`src/common/pcp_defs.svh`:
```
// register map, field positions, reset values and timing figures of the codec port
`ifndef PCP_DEFS_SVH
`define PCP_DEFS_SVH

// ==================================================================
// register byte offsets
`define PCP_A_CTRL      8'h00
`define PCP_A_NCO       8'h04
`define PCP_A_FRAME     8'h08
`define PCP_A_IDLE      8'h0c
`define PCP_A_STAT      8'h10
`define PCP_A_CH_BASE   8'h20
`define PCP_A_CH_STEP   8'h10
`define PCP_A_POS       8'h00
`define PCP_A_LEN       8'h04
`define PCP_A_FMT       8'h08
`define PCP_A_DATA      8'h0c

// ==================================================================
// control bits
`define PCP_C_EN        0
`define PCP_C_MASTER    1
`define PCP_C_EDGE      2
`define PCP_C_FSINV     3
`define PCP_C_DININV    4
`define PCP_C_HIZ       5
`define PCP_C_LONG      6
`define PCP_C_IDLE      7
`define PCP_C_I2S       8
`define PCP_C_HS        9

// ==================================================================
// shared field positions, format bits and status bits
`define PCP_F_LO        9:0
`define PCP_F_HI        25:16
`define PCP_F_CODE      1:0
`define PCP_M_TXLSB     2
`define PCP_M_RXLSB     3
`define PCP_M_CHEN      4
`define PCP_S_IDLE      2

// ==================================================================
// reset values
`define PCP_CTRL_RST    32'h0000_0020
`define PCP_NCO_RST     32'h068d_b8bb
`define PCP_FRAME_RST   32'h0001_0040
`define PCP_IDLE_RST    32'h0000_0000
`define PCP_POS_RST     32'h0000_0000
`define PCP_LEN_RST     32'h0010_0010
`define PCP_FMT_RST     32'h0000_0000

// ==================================================================
// length limits in bit clocks
`define PCP_LEN_MIN     10'd8
`define PCP_LEN_MAX2    10'd320
`define PCP_LEN_MAX1    10'd640
`define PCP_SLOT_MAX    10'd40
`define PCP_BURST_HS    10'd32
`define PCP_LSB_MAX     10'd24

// ==================================================================
// clock figures in hertz
`define PCP_REF_HZ      40_000_000
`define PCP_BCLK_MIN_HZ 64_000
`define PCP_BCLK_MAX_HZ 4_096_000
`define PCP_SLV_MAX_HZ  15_000_000
`define PCP_SLV_HS_HZ   12_000_000

// ==================================================================
// companding constants and bus answers
`define PCP_MU_BIAS     17'h00084
`define PCP_MU_CLIP     17'h07f7b
`define PCP_A_XOR       8'h55
`define PCP_RESP_OK     2'b00
`define PCP_RESP_ERR    2'b10

`endif

```
`src/common/pcp_pkg.sv`:
```
// types and derived constants of the codec port
`include "pcp_defs.svh"
package pcp_pkg;
	// ==================================================================
	// sample encodings
	typedef enum logic [1:0] {
		PCP_LIN  = 2'h0,
		PCP_ALAW = 2'h1,
		PCP_ULAW = 2'h2
	} pcp_coding_e;

	typedef logic [9:0] pcp_pos_t;

	localparam int unsigned PCP_NCH = 2;

	// ==================================================================
	// phase increment limits for the bit clock generator
	localparam longint unsigned PCP_ACC_SPAN = 64'h1_0000_0000;
	localparam longint unsigned PCP_INC_MIN  = (`PCP_BCLK_MIN_HZ * PCP_ACC_SPAN + `PCP_REF_HZ - 1) / `PCP_REF_HZ;
	localparam longint unsigned PCP_INC_MAX  = (`PCP_BCLK_MAX_HZ * PCP_ACC_SPAN) / `PCP_REF_HZ;
endpackage

```
`src/hdl/pcp_codec_port.sv`:
```
// two-channel pcm / i2s codec serial port with an axi4-lite register slave
`timescale 1ns/100ps
module pcp_codec_port
	import pcp_pkg::*;
#(
	parameter int unsigned DATA_W = 32
) (
	input  wire logic        REF_CLK,
	input  wire logic        RESETN,
	input  wire logic [7:0]  AWADDR,
	input  wire logic [2:0]  AWPROT,
	input  wire logic        AWVALID,
	output logic             AWREADY,
	input  wire logic [31:0] WDATA,
	input  wire logic [3:0]  WSTRB,
	input  wire logic        WVALID,
	output logic             WREADY,
	output logic [1:0]       BRESP,
	output logic             BVALID,
	input  wire logic        BREADY,
	input  wire logic [7:0]  ARADDR,
	input  wire logic [2:0]  ARPROT,
	input  wire logic        ARVALID,
	output logic             ARREADY,
	output logic [31:0]      RDATA,
	output logic [1:0]       RRESP,
	output logic             RVALID,
	input  wire logic        RREADY,
	input  wire logic        BCLK_IN,
	output logic             BCLK_OUT,
	output logic             BCLK_OE,
	input  wire logic        FSYNC_IN,
	output logic             FSYNC_OUT,
	output logic             FSYNC_OE,
	input  wire logic        DIN,
	output logic             DOUT,
	output logic             DOUT_OE
);
	// ==================================================================
	// companding helpers
	function automatic logic [7:0] enc_mu(input logic [15:0] s);
		logic [16:0] mag;
		logic [2:0]  ex;
		logic [16:0] sh;
		mag = s[15] ? (17'h0 - {s[15], s}) : {1'b0, s};
		if (mag > `PCP_MU_CLIP)
			mag = `PCP_MU_CLIP;
		mag = mag + `PCP_MU_BIAS;
		ex = 3'd0;
		for (int i = 0; i < 8; i++) begin
			if (mag[7 + i])
				ex = 3'(i);
		end
		sh = mag >> ({1'b0, ex} + 4'd3);  // four bits wide, so the top segment does not wrap
		return ~{s[15], ex, sh[3:0]};
	endfunction

	function automatic logic [15:0] dec_mu(input logic [7:0] c);
		logic [7:0]  u;
		logic [16:0] t;
		u = ~c;
		t = ({9'h0, u[3:0], 3'b000} + `PCP_MU_BIAS) << u[6:4];
		return u[7] ? 16'(`PCP_MU_BIAS - t) : 16'(t - `PCP_MU_BIAS);
	endfunction

	function automatic logic [7:0] enc_a(input logic [15:0] s);
		logic [16:0] mag;
		logic [2:0]  ex;
		logic [16:0] sh;
		mag = s[15] ? (17'h0 - {s[15], s}) : {1'b0, s};
		mag = mag >> 3;
		ex = 3'd0;
		for (int i = 1; i < 8; i++) begin
			if (mag[4 + i])
				ex = 3'(i);
		end
		sh = (ex == 3'd0) ? (mag >> 1) : (mag >> ex);
		return {~s[15], ex, sh[3:0]} ^ `PCP_A_XOR;
	endfunction

	function automatic logic [15:0] dec_a(input logic [7:0] c);
		logic [7:0]  u;
		logic [15:0] t;
		u = c ^ `PCP_A_XOR;
		t = {8'h0, u[3:0], 4'h8};
		if (u[6:4] != 3'd0)
			t = t + 16'h0100;
		if (u[6:4] > 3'd1)
			t = t << (u[6:4] - 3'd1);
		return u[7] ? t : (16'h0 - t);
	endfunction

	// ==================================================================
	// axi4-lite slave: one write and one read at a time
	logic        aw_hold_r, w_hold_r;
	logic [7:0]  awaddr_r;
	logic [31:0] wdata_r;
	logic [3:0]  wstrb_r;
	logic        wr_go, wr_hit, rd_hit;
	logic [31:0] rd_val;
	assign wr_go = aw_hold_r & w_hold_r & ~BVALID;

	// address and data are taken in either order, answer follows both
	always_ff @(posedge REF_CLK) begin
		if (!RESETN) begin
			aw_hold_r <= 1'b0;
			w_hold_r  <= 1'b0;
			awaddr_r  <= 8'h00;
			wdata_r   <= 32'h0;
			wstrb_r   <= 4'h0;
			AWREADY   <= 1'b0;
			WREADY    <= 1'b0;
			BVALID    <= 1'b0;
			BRESP     <= `PCP_RESP_OK;
		end else begin
			if (AWVALID && AWREADY) begin
				aw_hold_r <= 1'b1;
				awaddr_r  <= AWADDR;
			end else if (wr_go) begin
				aw_hold_r <= 1'b0;
			end
			if (WVALID && WREADY) begin
				w_hold_r <= 1'b1;
				wdata_r  <= WDATA;
				wstrb_r  <= WSTRB;
			end else if (wr_go) begin
				w_hold_r <= 1'b0;
			end
			AWREADY <= ~aw_hold_r & ~(AWVALID & AWREADY) & ~BVALID;
			WREADY  <= ~w_hold_r & ~(WVALID & WREADY) & ~BVALID;
			if (wr_go) begin
				BVALID <= 1'b1;
				BRESP  <= wr_hit ? `PCP_RESP_OK : `PCP_RESP_ERR;
			end else if (BREADY) begin
				BVALID <= 1'b0;
			end
		end
	end

	// read answer is registered one cycle after the address is taken
	always_ff @(posedge REF_CLK) begin
		if (!RESETN) begin
			ARREADY <= 1'b0;
			RVALID  <= 1'b0;
			RDATA   <= 32'h0;
			RRESP   <= `PCP_RESP_OK;
		end else begin
			ARREADY <= ~RVALID & ~(ARVALID & ARREADY);
			if (ARVALID && ARREADY) begin
				RVALID <= 1'b1;
				RDATA  <= rd_hit ? rd_val : 32'h0;
				RRESP  <= rd_hit ? `PCP_RESP_OK : `PCP_RESP_ERR;
			end else if (RREADY) begin
				RVALID <= 1'b0;
			end
		end
	end

	// byte-lane merge of a write into a register
	function automatic logic [31:0] merge(input logic [31:0] old, input logic [31:0] nw, input logic [3:0] st);
		logic [31:0] r;
		r = old;
		for (int b = 0; b < 4; b++) begin
			if (st[b])
				r[b*8 +: 8] = nw[b*8 +: 8];
		end
		return r;
	endfunction

	// ==================================================================
	// global registers
	logic [31:0] ctrl_r, nco_r, frame_r, idle_r, wr_val_nco;
	logic [PCP_NCH-1:0] rx_rdy_r, rx_done;
	logic [31:0] ch_pos_r [PCP_NCH], ch_len_r [PCP_NCH], ch_fmt_r [PCP_NCH];
	logic [31:0] ch_txd_r [PCP_NCH], ch_rxd_r [PCP_NCH];
	logic [PCP_NCH-1:0] ch_hit;
	assign wr_val_nco = merge(nco_r, wdata_r, wstrb_r);

	// global config writes; phase increment is clamped to the legal clock range
	always_ff @(posedge REF_CLK) begin
		if (!RESETN) begin
			ctrl_r  <= `PCP_CTRL_RST;
			nco_r   <= `PCP_NCO_RST;
			frame_r <= `PCP_FRAME_RST;
			idle_r  <= `PCP_IDLE_RST;
		end else if (wr_go) begin
			if (awaddr_r == `PCP_A_CTRL)
				ctrl_r <= merge(ctrl_r, wdata_r, wstrb_r);
			if (awaddr_r == `PCP_A_NCO) begin
				if (64'(wr_val_nco) < PCP_INC_MIN)
					nco_r <= 32'(PCP_INC_MIN);
				else if (64'(wr_val_nco) > PCP_INC_MAX)
					nco_r <= 32'(PCP_INC_MAX);
				else
					nco_r <= wr_val_nco;
			end
			if (awaddr_r == `PCP_A_FRAME)
				frame_r <= merge(frame_r, wdata_r, wstrb_r);
			if (awaddr_r == `PCP_A_IDLE)
				idle_r <= merge(idle_r, wdata_r, wstrb_r);
		end
	end

	// receive-ready flags: write one to clear, a new word wins over the clear
	always_ff @(posedge REF_CLK) begin
		if (!RESETN)
			rx_rdy_r <= '0;
		else
			rx_rdy_r <= rx_done | (rx_rdy_r &
				~((wr_go && awaddr_r == `PCP_A_STAT) ? wdata_r[PCP_NCH-1:0] : '0));
	end

	// ==================================================================
	// pin synchronisers: three stages, a change counts once stages two and three agree
	logic [2:0] pin_s1_r, pin_s2_r, pin_s3_r, pin_f_r;
	always_ff @(posedge REF_CLK) begin
		if (!RESETN) begin
			pin_s1_r <= 3'b000;
			pin_s2_r <= 3'b000;
			pin_s3_r <= 3'b000;
			pin_f_r  <= 3'b000;
		end else begin
			pin_s1_r <= {DIN, FSYNC_IN, BCLK_IN};
			pin_s2_r <= pin_s1_r;
			pin_s3_r <= pin_s2_r;
			for (int i = 0; i < 3; i++) begin
				if (pin_s2_r[i] == pin_s3_r[i])
					pin_f_r[i] <= pin_s3_r[i];
			end
		end
	end

	// ==================================================================
	// master clock generator: phase accumulator gives any rate from 64 kHz to 4.096 MHz, at the cost of one ref period of jitter
	logic       en, master, edge_f, long_fs, i2s;
	logic [31:0] acc_r, acc_nxt;
	pcp_pos_t   mcnt_r, frame_len, fs_len, slot;
	logic       m_rise, m_fall, in_idle, m_drv, idle_nxt;
	pcp_pos_t   mcnt_nxt;
	assign en        = ctrl_r[`PCP_C_EN];
	assign master    = ctrl_r[`PCP_C_MASTER];
	assign edge_f    = ctrl_r[`PCP_C_EDGE];
	assign long_fs   = ctrl_r[`PCP_C_LONG];
	assign i2s       = ctrl_r[`PCP_C_I2S];
	assign slot      = (frame_r[`PCP_F_LO] >> 1) > `PCP_SLOT_MAX ? `PCP_SLOT_MAX : (frame_r[`PCP_F_LO] >> 1);
	assign frame_len = i2s ? pcp_pos_t'(slot << 1) : frame_r[`PCP_F_LO];
	assign fs_len    = i2s ? slot : frame_r[`PCP_F_HI];
	assign acc_nxt   = (en && master) ? acc_r + nco_r : 32'h0;
	assign m_rise    = acc_nxt[31] & ~acc_r[31];
	assign m_fall    = ~acc_nxt[31] & acc_r[31];
	assign m_drv     = edge_f ? m_fall : m_rise;
	assign in_idle   = ctrl_r[`PCP_C_IDLE] && mcnt_r >= idle_r[`PCP_F_LO] && mcnt_r < idle_r[`PCP_F_HI];
	assign mcnt_nxt  = !m_rise ? mcnt_r : ((mcnt_r >= frame_len - 10'd1) ? '0 : mcnt_r + 10'd1);
	// gap judged on the count this edge carries, so no runt pulse at either end of the gap
	assign idle_nxt  = ctrl_r[`PCP_C_IDLE] && mcnt_nxt >= idle_r[`PCP_F_LO] && mcnt_nxt < idle_r[`PCP_F_HI];

	// period counter runs through the idle gap, so the gap is timed in clock periods
	always_ff @(posedge REF_CLK) begin
		if (!RESETN) begin
			acc_r     <= 32'h0;
			mcnt_r    <= '0;
			BCLK_OUT  <= 1'b0;
			FSYNC_OUT <= 1'b0;
		end else begin
			acc_r <= acc_nxt;
			mcnt_r <= mcnt_nxt;
			BCLK_OUT <= acc_nxt[31] & ~idle_nxt;
			if (!(en && master))
				FSYNC_OUT <= ctrl_r[`PCP_C_FSINV];
			else if (m_drv)
				FSYNC_OUT <= ctrl_r[`PCP_C_FSINV] ^ (long_fs ? (mcnt_r < fs_len) : (mcnt_r == '0));
		end
	end

	// pin directions follow the role
	always_ff @(posedge REF_CLK) begin
		if (!RESETN) begin
			BCLK_OE  <= 1'b0;
			FSYNC_OE <= 1'b0;
		end else begin
			BCLK_OE  <= master;
			FSYNC_OE <= master;
		end
	end

	// ==================================================================
	// frame bit counter, restarted by each rising strobe edge seen on the sampling edge
	logic     bclk_lvl, bclk_prev_r, rise, fall, smp_e, drv_e, fs_lvl, fs_prev_r, din_lvl, fstart;
	pcp_pos_t pos_r, pos_nxt;
	assign bclk_lvl = master ? BCLK_OUT : pin_f_r[0];
	assign rise     = bclk_lvl & ~bclk_prev_r;
	assign fall     = ~bclk_lvl & bclk_prev_r;
	assign smp_e    = edge_f ? rise : fall;
	assign drv_e    = edge_f ? fall : rise;
	assign fs_lvl   = (master ? FSYNC_OUT : pin_f_r[1]) ^ ctrl_r[`PCP_C_FSINV];
	assign din_lvl  = pin_f_r[2] ^ ctrl_r[`PCP_C_DININV];
	assign fstart   = smp_e & fs_lvl & ~fs_prev_r;
	assign pos_nxt  = fstart ? '0 : ((pos_r == '1) ? pos_r : pos_r + 10'd1);

	always_ff @(posedge REF_CLK) begin
		if (!RESETN) begin
			bclk_prev_r <= 1'b0;
			fs_prev_r   <= 1'b0;
			pos_r       <= '1;
		end else begin
			bclk_prev_r <= bclk_lvl;
			if (smp_e) begin
				fs_prev_r <= fs_lvl;
				pos_r     <= pos_nxt;
			end
		end
	end

	// ==================================================================
	// per-channel shifting
	logic [PCP_NCH-1:0] tx_act, tx_bit;
	logic [9:0] len_max;
	assign len_max = (ch_fmt_r[0][`PCP_M_CHEN] && ch_fmt_r[1][`PCP_M_CHEN]) ? `PCP_LEN_MAX2 : `PCP_LEN_MAX1;

	for (genvar c = 0; c < PCP_NCH; c++) begin : g_ch
		localparam logic [7:0] BASE = 8'(`PCP_A_CH_BASE + c * `PCP_A_CH_STEP);
		logic [9:0]  tl, rl, ts, rs, tk, rk;
		logic        tlsb, rlsb, rx_in;
		logic [31:0] txw_r, rsh_r, rsh_v, tx_src;
		logic [DATA_W-1:0] dummy;
		pcp_coding_e code;
		assign code = pcp_coding_e'(ch_fmt_r[c][`PCP_F_CODE]);
		assign ch_hit[c] = awaddr_r[7:4] == BASE[7:4];

		// effective lengths: clamped to range, short bursts on a fast slave clock
		function automatic logic [9:0] eff_len(input logic [9:0] raw);
			logic [9:0] l;
			l = raw < `PCP_LEN_MIN ? `PCP_LEN_MIN : (raw > len_max ? len_max : raw);
			if (ctrl_r[`PCP_C_HS] && !master && l > `PCP_BURST_HS)
				l = `PCP_BURST_HS;
			if (i2s && l > slot)
				l = slot;
			return l;
		endfunction
		// process form, so a change of mode or role re-evaluates the clamp too
		always_comb begin
			tl = eff_len(ch_len_r[c][`PCP_F_LO]);
			rl = eff_len(ch_len_r[c][`PCP_F_HI]);
		end
		assign ts = i2s ? pcp_pos_t'(c * slot) : ch_pos_r[c][`PCP_F_LO];
		assign rs = i2s ? pcp_pos_t'(c * slot) : ch_pos_r[c][`PCP_F_HI];
		assign tlsb = ch_fmt_r[c][`PCP_M_TXLSB] && tl <= `PCP_LSB_MAX;
		assign rlsb = ch_fmt_r[c][`PCP_M_RXLSB] && rl <= `PCP_LSB_MAX;
		assign tk = pos_r - ts;
		assign rk = pos_nxt - rs;
		assign rx_in = ch_fmt_r[c][`PCP_M_CHEN] && en && pos_nxt >= rs && rk < rl;
		assign tx_act[c] = ch_fmt_r[c][`PCP_M_CHEN] && en && pos_r >= ts && tk < tl;
		assign dummy = DATA_W'(txw_r);
		assign tx_bit[c] = tlsb ? (tk < 10'd32 && txw_r[tk[4:0]]) :
			(((tl - 10'd1 - tk) < 10'd32) && txw_r[5'(tl - 10'd1 - tk)]);
		assign tx_src = (code == PCP_ULAW) ? {24'h0, enc_mu(ch_txd_r[c][15:0])} :
			(code == PCP_ALAW) ? {24'h0, enc_a(ch_txd_r[c][15:0])} : ch_txd_r[c];

		// received word with the current bit placed in its order
		always_comb begin
			rsh_v = (rk == 10'd0) ? 32'h0 : rsh_r;
			if (rlsb) begin
				if (rk < 10'd32)
					rsh_v[rk[4:0]] = din_lvl;
			end else begin
				rsh_v = {rsh_v[30:0], din_lvl};
			end
		end

		// config writes for this channel
		always_ff @(posedge REF_CLK) begin
			if (!RESETN) begin
				ch_pos_r[c] <= `PCP_POS_RST;
				ch_len_r[c] <= `PCP_LEN_RST;
				ch_fmt_r[c] <= `PCP_FMT_RST;
				ch_txd_r[c] <= 32'h0;
			end else if (wr_go && ch_hit[c]) begin
				if ({4'h0, awaddr_r[3:0]} == `PCP_A_POS)
					ch_pos_r[c] <= merge(ch_pos_r[c], wdata_r, wstrb_r);
				if ({4'h0, awaddr_r[3:0]} == `PCP_A_LEN)
					ch_len_r[c] <= merge(ch_len_r[c], wdata_r, wstrb_r);
				if ({4'h0, awaddr_r[3:0]} == `PCP_A_FMT)
					ch_fmt_r[c] <= merge(ch_fmt_r[c], wdata_r, wstrb_r);
				if ({4'h0, awaddr_r[3:0]} == `PCP_A_DATA)
					ch_txd_r[c] <= merge(ch_txd_r[c], wdata_r, wstrb_r);
			end
		end

		// transmit word snapshot at frame start; receive shift on sampling edges
		always_ff @(posedge REF_CLK) begin
			if (!RESETN) begin
				txw_r       <= 32'h0;
				rsh_r       <= 32'h0;
				ch_rxd_r[c] <= 32'h0;
				rx_done[c]  <= 1'b0;
			end else begin
				rx_done[c] <= 1'b0;
				if (fstart)
					txw_r <= tx_src;
				if (smp_e && rx_in) begin
					rsh_r <= rsh_v;
					if (rk == rl - 10'd1) begin
						rx_done[c] <= 1'b1;
						if (code == PCP_ULAW)
							ch_rxd_r[c] <= 32'(signed'(dec_mu(rsh_v[7:0])));
						else if (code == PCP_ALAW)
							ch_rxd_r[c] <= 32'(signed'(dec_a(rsh_v[7:0])));
						else
							ch_rxd_r[c] <= rsh_v;
					end
				end
			end
		end
	end

	// ==================================================================
	// serial output: floats between words and when held off; through the idle gap it keeps its state from the last drive edge
	always_ff @(posedge REF_CLK) begin
		if (!RESETN) begin
			DOUT    <= 1'b0;
			DOUT_OE <= 1'b0;
		end else if (ctrl_r[`PCP_C_HIZ] || !en) begin
			DOUT    <= 1'b0;
			DOUT_OE <= 1'b0;
		end else if (drv_e) begin
			DOUT    <= |(tx_act & tx_bit);
			DOUT_OE <= |tx_act && !(master && in_idle);
		end
	end

	// ==================================================================
	// register read mux
	always_comb begin
		rd_hit = 1'b1;
		rd_val = 32'h0;
		if (32'(ARADDR[7:4]) >= 32'(`PCP_A_CH_BASE >> 4) && 32'(ARADDR[7:4]) < 32'(`PCP_A_CH_BASE >> 4) + PCP_NCH) begin
			unique case ({4'h0, ARADDR[3:0]})
				`PCP_A_POS:  rd_val = ch_pos_r[ARADDR[4]];
				`PCP_A_LEN:  rd_val = ch_len_r[ARADDR[4]];
				`PCP_A_FMT:  rd_val = ch_fmt_r[ARADDR[4]];
				`PCP_A_DATA: rd_val = ch_rxd_r[ARADDR[4]];
				default:     rd_hit = 1'b0;
			endcase
		end else begin
			unique case (ARADDR)
				`PCP_A_CTRL:  rd_val = ctrl_r;
				`PCP_A_NCO:   rd_val = nco_r;
				`PCP_A_FRAME: rd_val = frame_r;
				`PCP_A_IDLE:  rd_val = idle_r;
				`PCP_A_STAT: begin
					rd_val = 32'h0;
					rd_val[PCP_NCH-1:0] = rx_rdy_r;
					rd_val[`PCP_S_IDLE] = in_idle;
					rd_val[`PCP_F_HI]   = pos_r;
				end
				default:      rd_hit = 1'b0;
			endcase
		end
	end

	// write decode: anything outside the map answers with an error
	assign wr_hit = (awaddr_r == `PCP_A_CTRL) || (awaddr_r == `PCP_A_NCO) || (awaddr_r == `PCP_A_FRAME) ||
		(awaddr_r == `PCP_A_IDLE) || (awaddr_r == `PCP_A_STAT) || ((|ch_hit) && awaddr_r[1:0] == 2'b00);
endmodule

```
`config.mk`:
```
export PLATFORM = sky130hd
export DESIGN_NAME = pcp_codec_port
export DESIGN_NICKNAME = d
export VERILOG_FILES = /design/src/common/pcp_pkg.sv /design/src/hdl/pcp_codec_port.sv
export VERILOG_INCLUDE_DIRS = /design/src /design/src/common
export SDC_FILE = /design/constraint.sdc
export NUM_CORES = 2
export LEC_CHECK = 0
export ABC_AREA = 1
export BUFFER_PORTS_ARGS = -buffer_cell sky130_fd_sc_hd__clkbuf_2
export CAP_MARGIN = 30
export CORE_UTILIZATION = 55
export DETAILED_ROUTE_END_ITERATION = 6
export PLACE_DENSITY_LB_ADDON = 0.25
export SKIP_CTS_REPAIR_TIMING = 1
export SLEW_MARGIN = 20
export SYNTH_ARGS = -nofsm -noshare
export SYNTH_HDL_FRONTEND = slang
export SYNTH_SLANG_ARGS = --single-unit
```
`constraint.sdc`:
```
create_clock -name REF_CLK -period 8.4 [get_ports REF_CLK]
set_clock_uncertainty 0.1 [all_clocks]
set_input_delay 0.42 -clock REF_CLK [delete_from_list [all_inputs] [get_ports REF_CLK]]
set_output_delay 0.42 -clock REF_CLK [all_outputs]
set_load 0.01 [all_outputs]
```
# After elaboration in Yosys (flattened, before gate mapping)
# Memories as Yosys holds them, arrays and structs flattened.
# Cells that the tools add are included.
[word_totals] regBits=418 latchBits=0 ramBits=320 rom_bits=0 in_bits=68 out_inout_bits=47 memories=5
[mem_list] memory="ch_fmt_r" depth=2 word_bits=32 rd=3 rd_clocked_by_memory_dff=0 wr=2 line_no="pcp_codec_port.sv:174" rtl="logic [31:0] ch_pos_r [PCP_NCH], ch_len_r [PCP_NCH], ch_fmt_r [PCP_NCH];"
[mem_list] memory="ch_len_r" depth=2 word_bits=32 rd=3 rd_clocked_by_memory_dff=0 wr=2 line_no="pcp_codec_port.sv:174"
[mem_list] memory="ch_pos_r" depth=2 word_bits=32 rd=3 rd_clocked_by_memory_dff=0 wr=2 line_no="pcp_codec_port.sv:174"
[mem_list] memory="ch_rxd_r" depth=2 word_bits=32 rd=1 rd_clocked_by_memory_dff=0 wr=2 line_no="pcp_codec_port.sv:175" rtl="logic [31:0] ch_txd_r [PCP_NCH], ch_rxd_r [PCP_NCH];"
[mem_list] memory="ch_txd_r" depth=2 word_bits=32 rd=2 rd_clocked_by_memory_dff=0 wr=2 line_no="pcp_codec_port.sv:175"
[op_classes] addsub=32 multipliers=0 div=0 n_lt_le_gt_ge=57 n_eq_ne=27 n_shift=8 mux=355 bitwise=62 n_reduce_logical=94
[op_table] cell="two-way mux 8 bit" count=132
[op_table] cell="two-way mux 32 bit" count=29
[op_table] cell="two-way mux 16 bit" count=26
[op_table] cell="two-way mux 10 bit" count=29
[op_table] cell="one-hot mux 32 bit (5 select lines)" count=1
[op_table] cell="one-hot mux 32 bit (4 select lines)" count=1
[op_table] cell="two-way mux 1 bit" count=95
[op_table] cell="greater-or-equal comparator 10 bit" count=7
[op_table] cell="less-than comparator 10 bit" count=7
[op_table] cell="two-way mux 17 bit" count=4
[op_table] cell="two-way mux 3 bit" count=22
[op_table] cell="bitwise mux 32 bit" count=2
[op_table] cell="less-than comparator 10 x 6 -> 1 bit, second input constant" count=6
[op_table] cell="subtractor 10 bit" count=6
[op_table] cell="subtractor 10 x 1 -> 10 bit, second input constant" count=5
[op_table] cell="logical AND 1 bit" count=47
[op_table] cell="> comparator 10 bit" count=4
[op_table] cell="> comparator 10 x 6 -> 1 bit, second input constant" count=4
[op_table] cell="> comparator 10 x 9 -> 1 bit" count=4
[op_table] cell="<= comparator 10 x 5 -> 1 bit, second input constant" count=4
[op_table] cell="less-than comparator 10 x 4 -> 1 bit, second input constant" count=4
[op_table] cell="less-than comparator 5 x 6 -> 1 bit, second input constant" count=6
[op_table] cell="AND reduction 3 bit" count=12
[op_table] cell="adder 17 x 8 -> 17 bit, second input constant" count=2
[op_table] cell="other kinds (61)" count=176

# Longest topological paths before layout
[logic_depth] ltp_word=34 depth_mapped=56 ltp_nobuf=48

# Least setup slack after synthesis
# No wires, ideal clock.
[synth_path] path_kind="register to register" from="memory ch_fmt_r[0][4]" to="memory ch_rxd_r[0][0], enable pin" setup_ps=396 t_arrival_ps=6372 required_ps=7904 path_slack_ps=1532 path_stages_with_launch=44 path_buffers=5 period_less_slack_ps=6868 path_cell_list="edfxtp_1 > buf_2 > nand2_2 > buf_6 > ha_1 > nand2_1 > nor2_2 > nand2_1 > nand2_2 > nand2_2 > buf_6 > nand2_1 > nand3_1 > nand2_1 > nor2_1 > nand2_1 > nand2_4 > inv_1 > [8 not listed] > o21ai_0 > inv_1 > ha_1 > inv_1 > o21bai_1 > nand3_1 > a21oi_1 > o21a_1 > o211ai_1 > a21oi_1 > nor4_1 > clkinv_1 > nor2_1 > nand3_1 > inv_1 > nand2_2 > buf_2 > nand4_1"
[synth_rtl] element="start, declared" line_no="pcp_codec_port.sv:174"
[synth_rtl] element="end, declared" line_no="pcp_codec_port.sv:175"

==> results.md <==
Layout:
- The layout cell share with drive strength beyond 1 is 7.79%.
- The layout-stage area growth over the synthesis result is 9.44%.
- The cell area after layout is 54600 um^2.
- The number of nets in the final layout is 7463.

Hold path:
- The count of cells along the worst hold path is 3.
- For hold timing, the worst endpoint is wdata_r[5].
- The worst hold path begins at WDATA[5].
- The path class of the lowest-slack min-delay path is in -> reg.

Worst setup path:
- For flop-to-flop paths, the worst setup slack is 0.68 ns.
- The critical path is of the reg -> reg type.
- The critical register-to-register path endpoint is ch_rxd_r[0][15].
- The cell type of the slowest stage on the worst timing path is ha_1.
- The worst register-to-register path has a depth of 44.
- The sort of element at the start of the critical path is a register.
- The data arrival at the endpoint of the critical path is 8.02 ns.
- The worst setup path is captured at a register.
- In this design, the stage delay of the slowest critical-path cell is 0.46 ns.
- The origin of the critical flop-to-flop path is ch_fmt_r[0][4].
- For the worst setup path, the data required time is 8.71 ns.
- Along the worst path, the maximum fanout reaches 17.
- The cell with the most instances on the worst path is nand2_2.

Outcome:
- The run finished, with violations left.
- The final reports fail on design-rule violations, negative hold slack.

Pwr:
- The leakage power total is 24.4 nW.
- Per report_power, the combinational group accounts for 12.8% of the total.
- Dividing total power by cell area gives a power density of 162 nW/um^2.
- The sequential cell fraction of total power is 43.7%.
- The cell-internal power is 0.00637 W.
- The maximum vdd drop is 146 uV.
- The share of total power in the clock network is 43.5%.
- Net switching is 28.2% of the power.
- The net switching power is 0.00250 W.

Global route:
- The first global-routing pass estimated 264000 um of wire.
- The maximum number of pins on one net before global-route repair is 87.
- The most crowded layer after global routing is met2.
- Global routing used 37.8% of the available tracks.
- The number of global-route vias before repair came to 44.5k.
- The global routing met2 resource utilization is 57.0%.
- The global routing usage on met1 is 52.5%.
- In the global route stage, met3 resource usage came out at 7.47%.
- For this run the aggregate overflow at the end of global routing stands at 0.
- The initial antenna violation count is 5.

Logic synthesis:
- Counting every instance in the synthesized netlist gives 7111.
- The count of yosys warnings during synthesis is 0.
- By count the netlist is led by nand2_1 (1574), inv_1 (804), nor2_1 (804).
- Summing every instance area after synthesis gives 49900 um^2.
- The biggest area contributor in the post-synthesis netlist is edfxtp_1.
- The async set-or-reset flop fraction in the synthesized netlist is 0%.
- The average cell area after synthesis is 7.02 um^2.
- Of the post-synthesis cell area, the dominant cell type holds 19.3%.
- The unique cell type count in the Yosys netlist is 73.
- The share of the yosys chip area belonging to registers is 36.0%.
- By area the synthesized netlist is led by edfxtp_1 (19%), dfxtp_1 (17%), nand2_1 (12%).
- The most repeated cell in the gate-level netlist after synthesis is nand2_1.
- The most instantiated flip-flop cell in the synthesis netlist is dfxtp_1.
- The count of flip-flops with a built-in enable after synthesis is 320.
- Counting flops and latches in the post-synthesis netlist gives 736.

Clock tree:
- After clock tree synthesis, the clock-pin slew on the worst setup and hold paths is 0.06 ns.
- The buffer depth of the longest clock path is 3.
- TritonCTS built the clock tree.
- The cell sitting at the root of the clock tree is a clkbuf_16.
- The number of H-tree levels is 3.
- The CTS buffer count is 83.
- Clock latency on the worst-skew pair, taken at its later pin, is 0.68 ns.
- Counting every sink on the clock net gives 736.

Timing:
- Setup total negative slack on the finished layout was measured at 0 ns.
- At the pin with the least slew margin, the transition time is 1.05 ns.
- The final-report hold violation count is 5.
- The setup-violating endpoint count in the final report is 0.
- Setup repair after global routing left no endpoint under its margin.
- The maximum frequency from static timing analysis is 130 MHz.
- After layout, the worst setup slack is 0.685 ns.
- In the finished design, the share of the clock period the worst path needs comes to 91.8%.
- The final-report max-slew violation count was 0.
- The worst path needs 7.72 ns of the cycle, external delays included.
- Headroom to the max-slew limit came out at 30.0%.
- Final hold analysis gives a worst-case slack of -0.0360 ns.

Detailed routing:
- Dividing the detail-routed via count by the number of cells gives 6.02.
- For this block, the routed nets add up to 178000 um of wire.
- The count of antenna-violating nets left after detailed routing is 0.
- For this run, design rule violations remaining after detail routing come to 16.
- The per-cell routed wire length is 21.3 um.
- The routed via count is 50.4k.
- The pre-antenna-repair detailed-routing pass consisted of 7 iterations.
- The initial detailed-routing violation count is 6314.

Flow run:
- The number of maximum-capacitance constraint violations is 0.

Floorplan:
- The placeable core region is 89900 um^2.
- The number of top-level design ports is 115.
- The floorplan step set the die width to 303 um.
- The die covers 91900 um^2.
- The floorplan has 110 rows.
- For this configuration, the core starts out at a cell density of 55.5%.
- Measured along the y axis, the die boundary spans 303 um.

Placed design:
- Prior to clock tree synthesis, the placed netlist has a worst setup slack of 0.860 ns.
- Input and output buffers added on the ports amount to 106.
- Routability-driven placement finished with a final weighted congestion of 1.03.
- After legalization and detailed placement, the total HPWL measured 131000 um.
- The placed instance area is 51400 um^2.
==> state kept, by name (all words and copies together) (netlist names), 64 cells and up <==
name,cells
g_ch.rsh_r,64
ch_rxd_r,64
ch_pos_r,64
ch_txd_r,64
ch_len_r,64
g_ch.dummy,64
ch_fmt_r,64
==> layer usage <==
layer	part of all wire, %	routed length [um]	vias to the layer above
met3	11	20000	462
met1	41	73100	23400
met2	43	76400	2631
li1	-	-	23900
met5	0.020	36	-
met4	4.8	8560	6
==> area by class of cell <==
cell class,instances,area [um^2]
flip-flops and latches,736,17900
well taps,1176,1470
diodes,1,2.50
fillers,8329,35300
clock buffers,112,2320
inverters,836,3150
repair buffers,253,1710
clock inverters,42,527
multi-input cells,5221,27500
==> critical path, delay by kind of cell, from the launching register on <==
family | cells | cell delay, ns
AOI/OAI and AO/OA | 6 | 1.25
adders and majority gates | 5 | 1.42
buffers and inverters | 6 | 0.69
DFF | 1 | 0.33
and+or+nand+nor | 27 | 3.63
==> kinds of logic after synthesis <==
kind of cell	count (synthesis)	share of synthesized area (%)
buffers and inverters	1166	9.16
adders and majority gates	264	6.73
DFF	736	36.0
xor gates and xnor gates	115	2.02
AOI/OAI and AO/OA	1656	18.8
and+or+nand+nor	3170	27.2
other	2	0.0151
muxes	2	0.0426
==> layout by cell type (no fill, tap or decap), drive strengths merged, types with 7 or more instances in the layout <==
cell type and n:
a211oi 35, a21boi 7, a21oi 561, a221oi 81, a22o 9, a31oi 29
buf 121, bufinv 9, clkbuf 219, clkinv 38, conb 14, dfxtp 416
dlygate4sd3 25, edfxtp 320, fa 7, ha 257, inv 828, nand2 1675
nand3 433, nand3b 22, nand4 77, nor2 824, nor3 80, nor4 27
o2111ai 7, o211ai 88, o21a 16, o21ai 712, o21bai 15, o221ai 11
o22ai 27, o311ai 13, o31ai 16, or2 17, xnor2 24, xor2 91
==> worst max path at each step <==
stage	start	end	slack, ns
after floorplan	ch_fmt_r[0][4]	ch_rxd_r[0][0]	1.53
after global placement	ch_fmt_r[0][4]	ch_rxd_r[1][28]	0.99
after detailed placement	ch_fmt_r[0][4]	ch_rxd_r[1][27]	0.86
after CTS	ch_fmt_r[0][4]	ch_rxd_r[1][31]	0.83
after global routing	ch_fmt_r[0][4]	DOUT	0.002
final	ch_fmt_r[0][4]	ch_rxd_r[0][15]	0.68
==> power groups by stage <==
stage | combinational [W] | sequential (W) | clock [W]
3_3_place_gp | 0.00106 | 0.00395 | 0
3_5_place_dp | 0.00108 | 0.00395 | 0
2_1_floorplan | 0.000726 | 0.00392 | 0
5_1_grt | 0.00123 | 0.00388 | 0.00400
6_report | 0.00114 | 0.00387 | 0.00386
4_1_cts | 0.00109 | 0.00387 | 0.00387
==> through the flow <==
| stage | utilization (%) | instances | hold WS, ns | total power (W) |
|---|---|---|---|---|
| floorplan | - | 7123 | 0.290 | 0.00465 |
| global placement | 57.1 | 8177 | 0.293 | 0.00501 |
| detailed placement | 57.2 | 8188 | 0.300 | 0.00503 |
| CTS | 60.4 | 8342 | -0.151 | 0.00883 |
| global route | 60.7 | 8376 | 0.00142 | 0.00911 |
| finish | 60.7 | 8377 | -0.0360 | 0.00887 |
No activity file was read; power rests on OpenSTA's default activity.
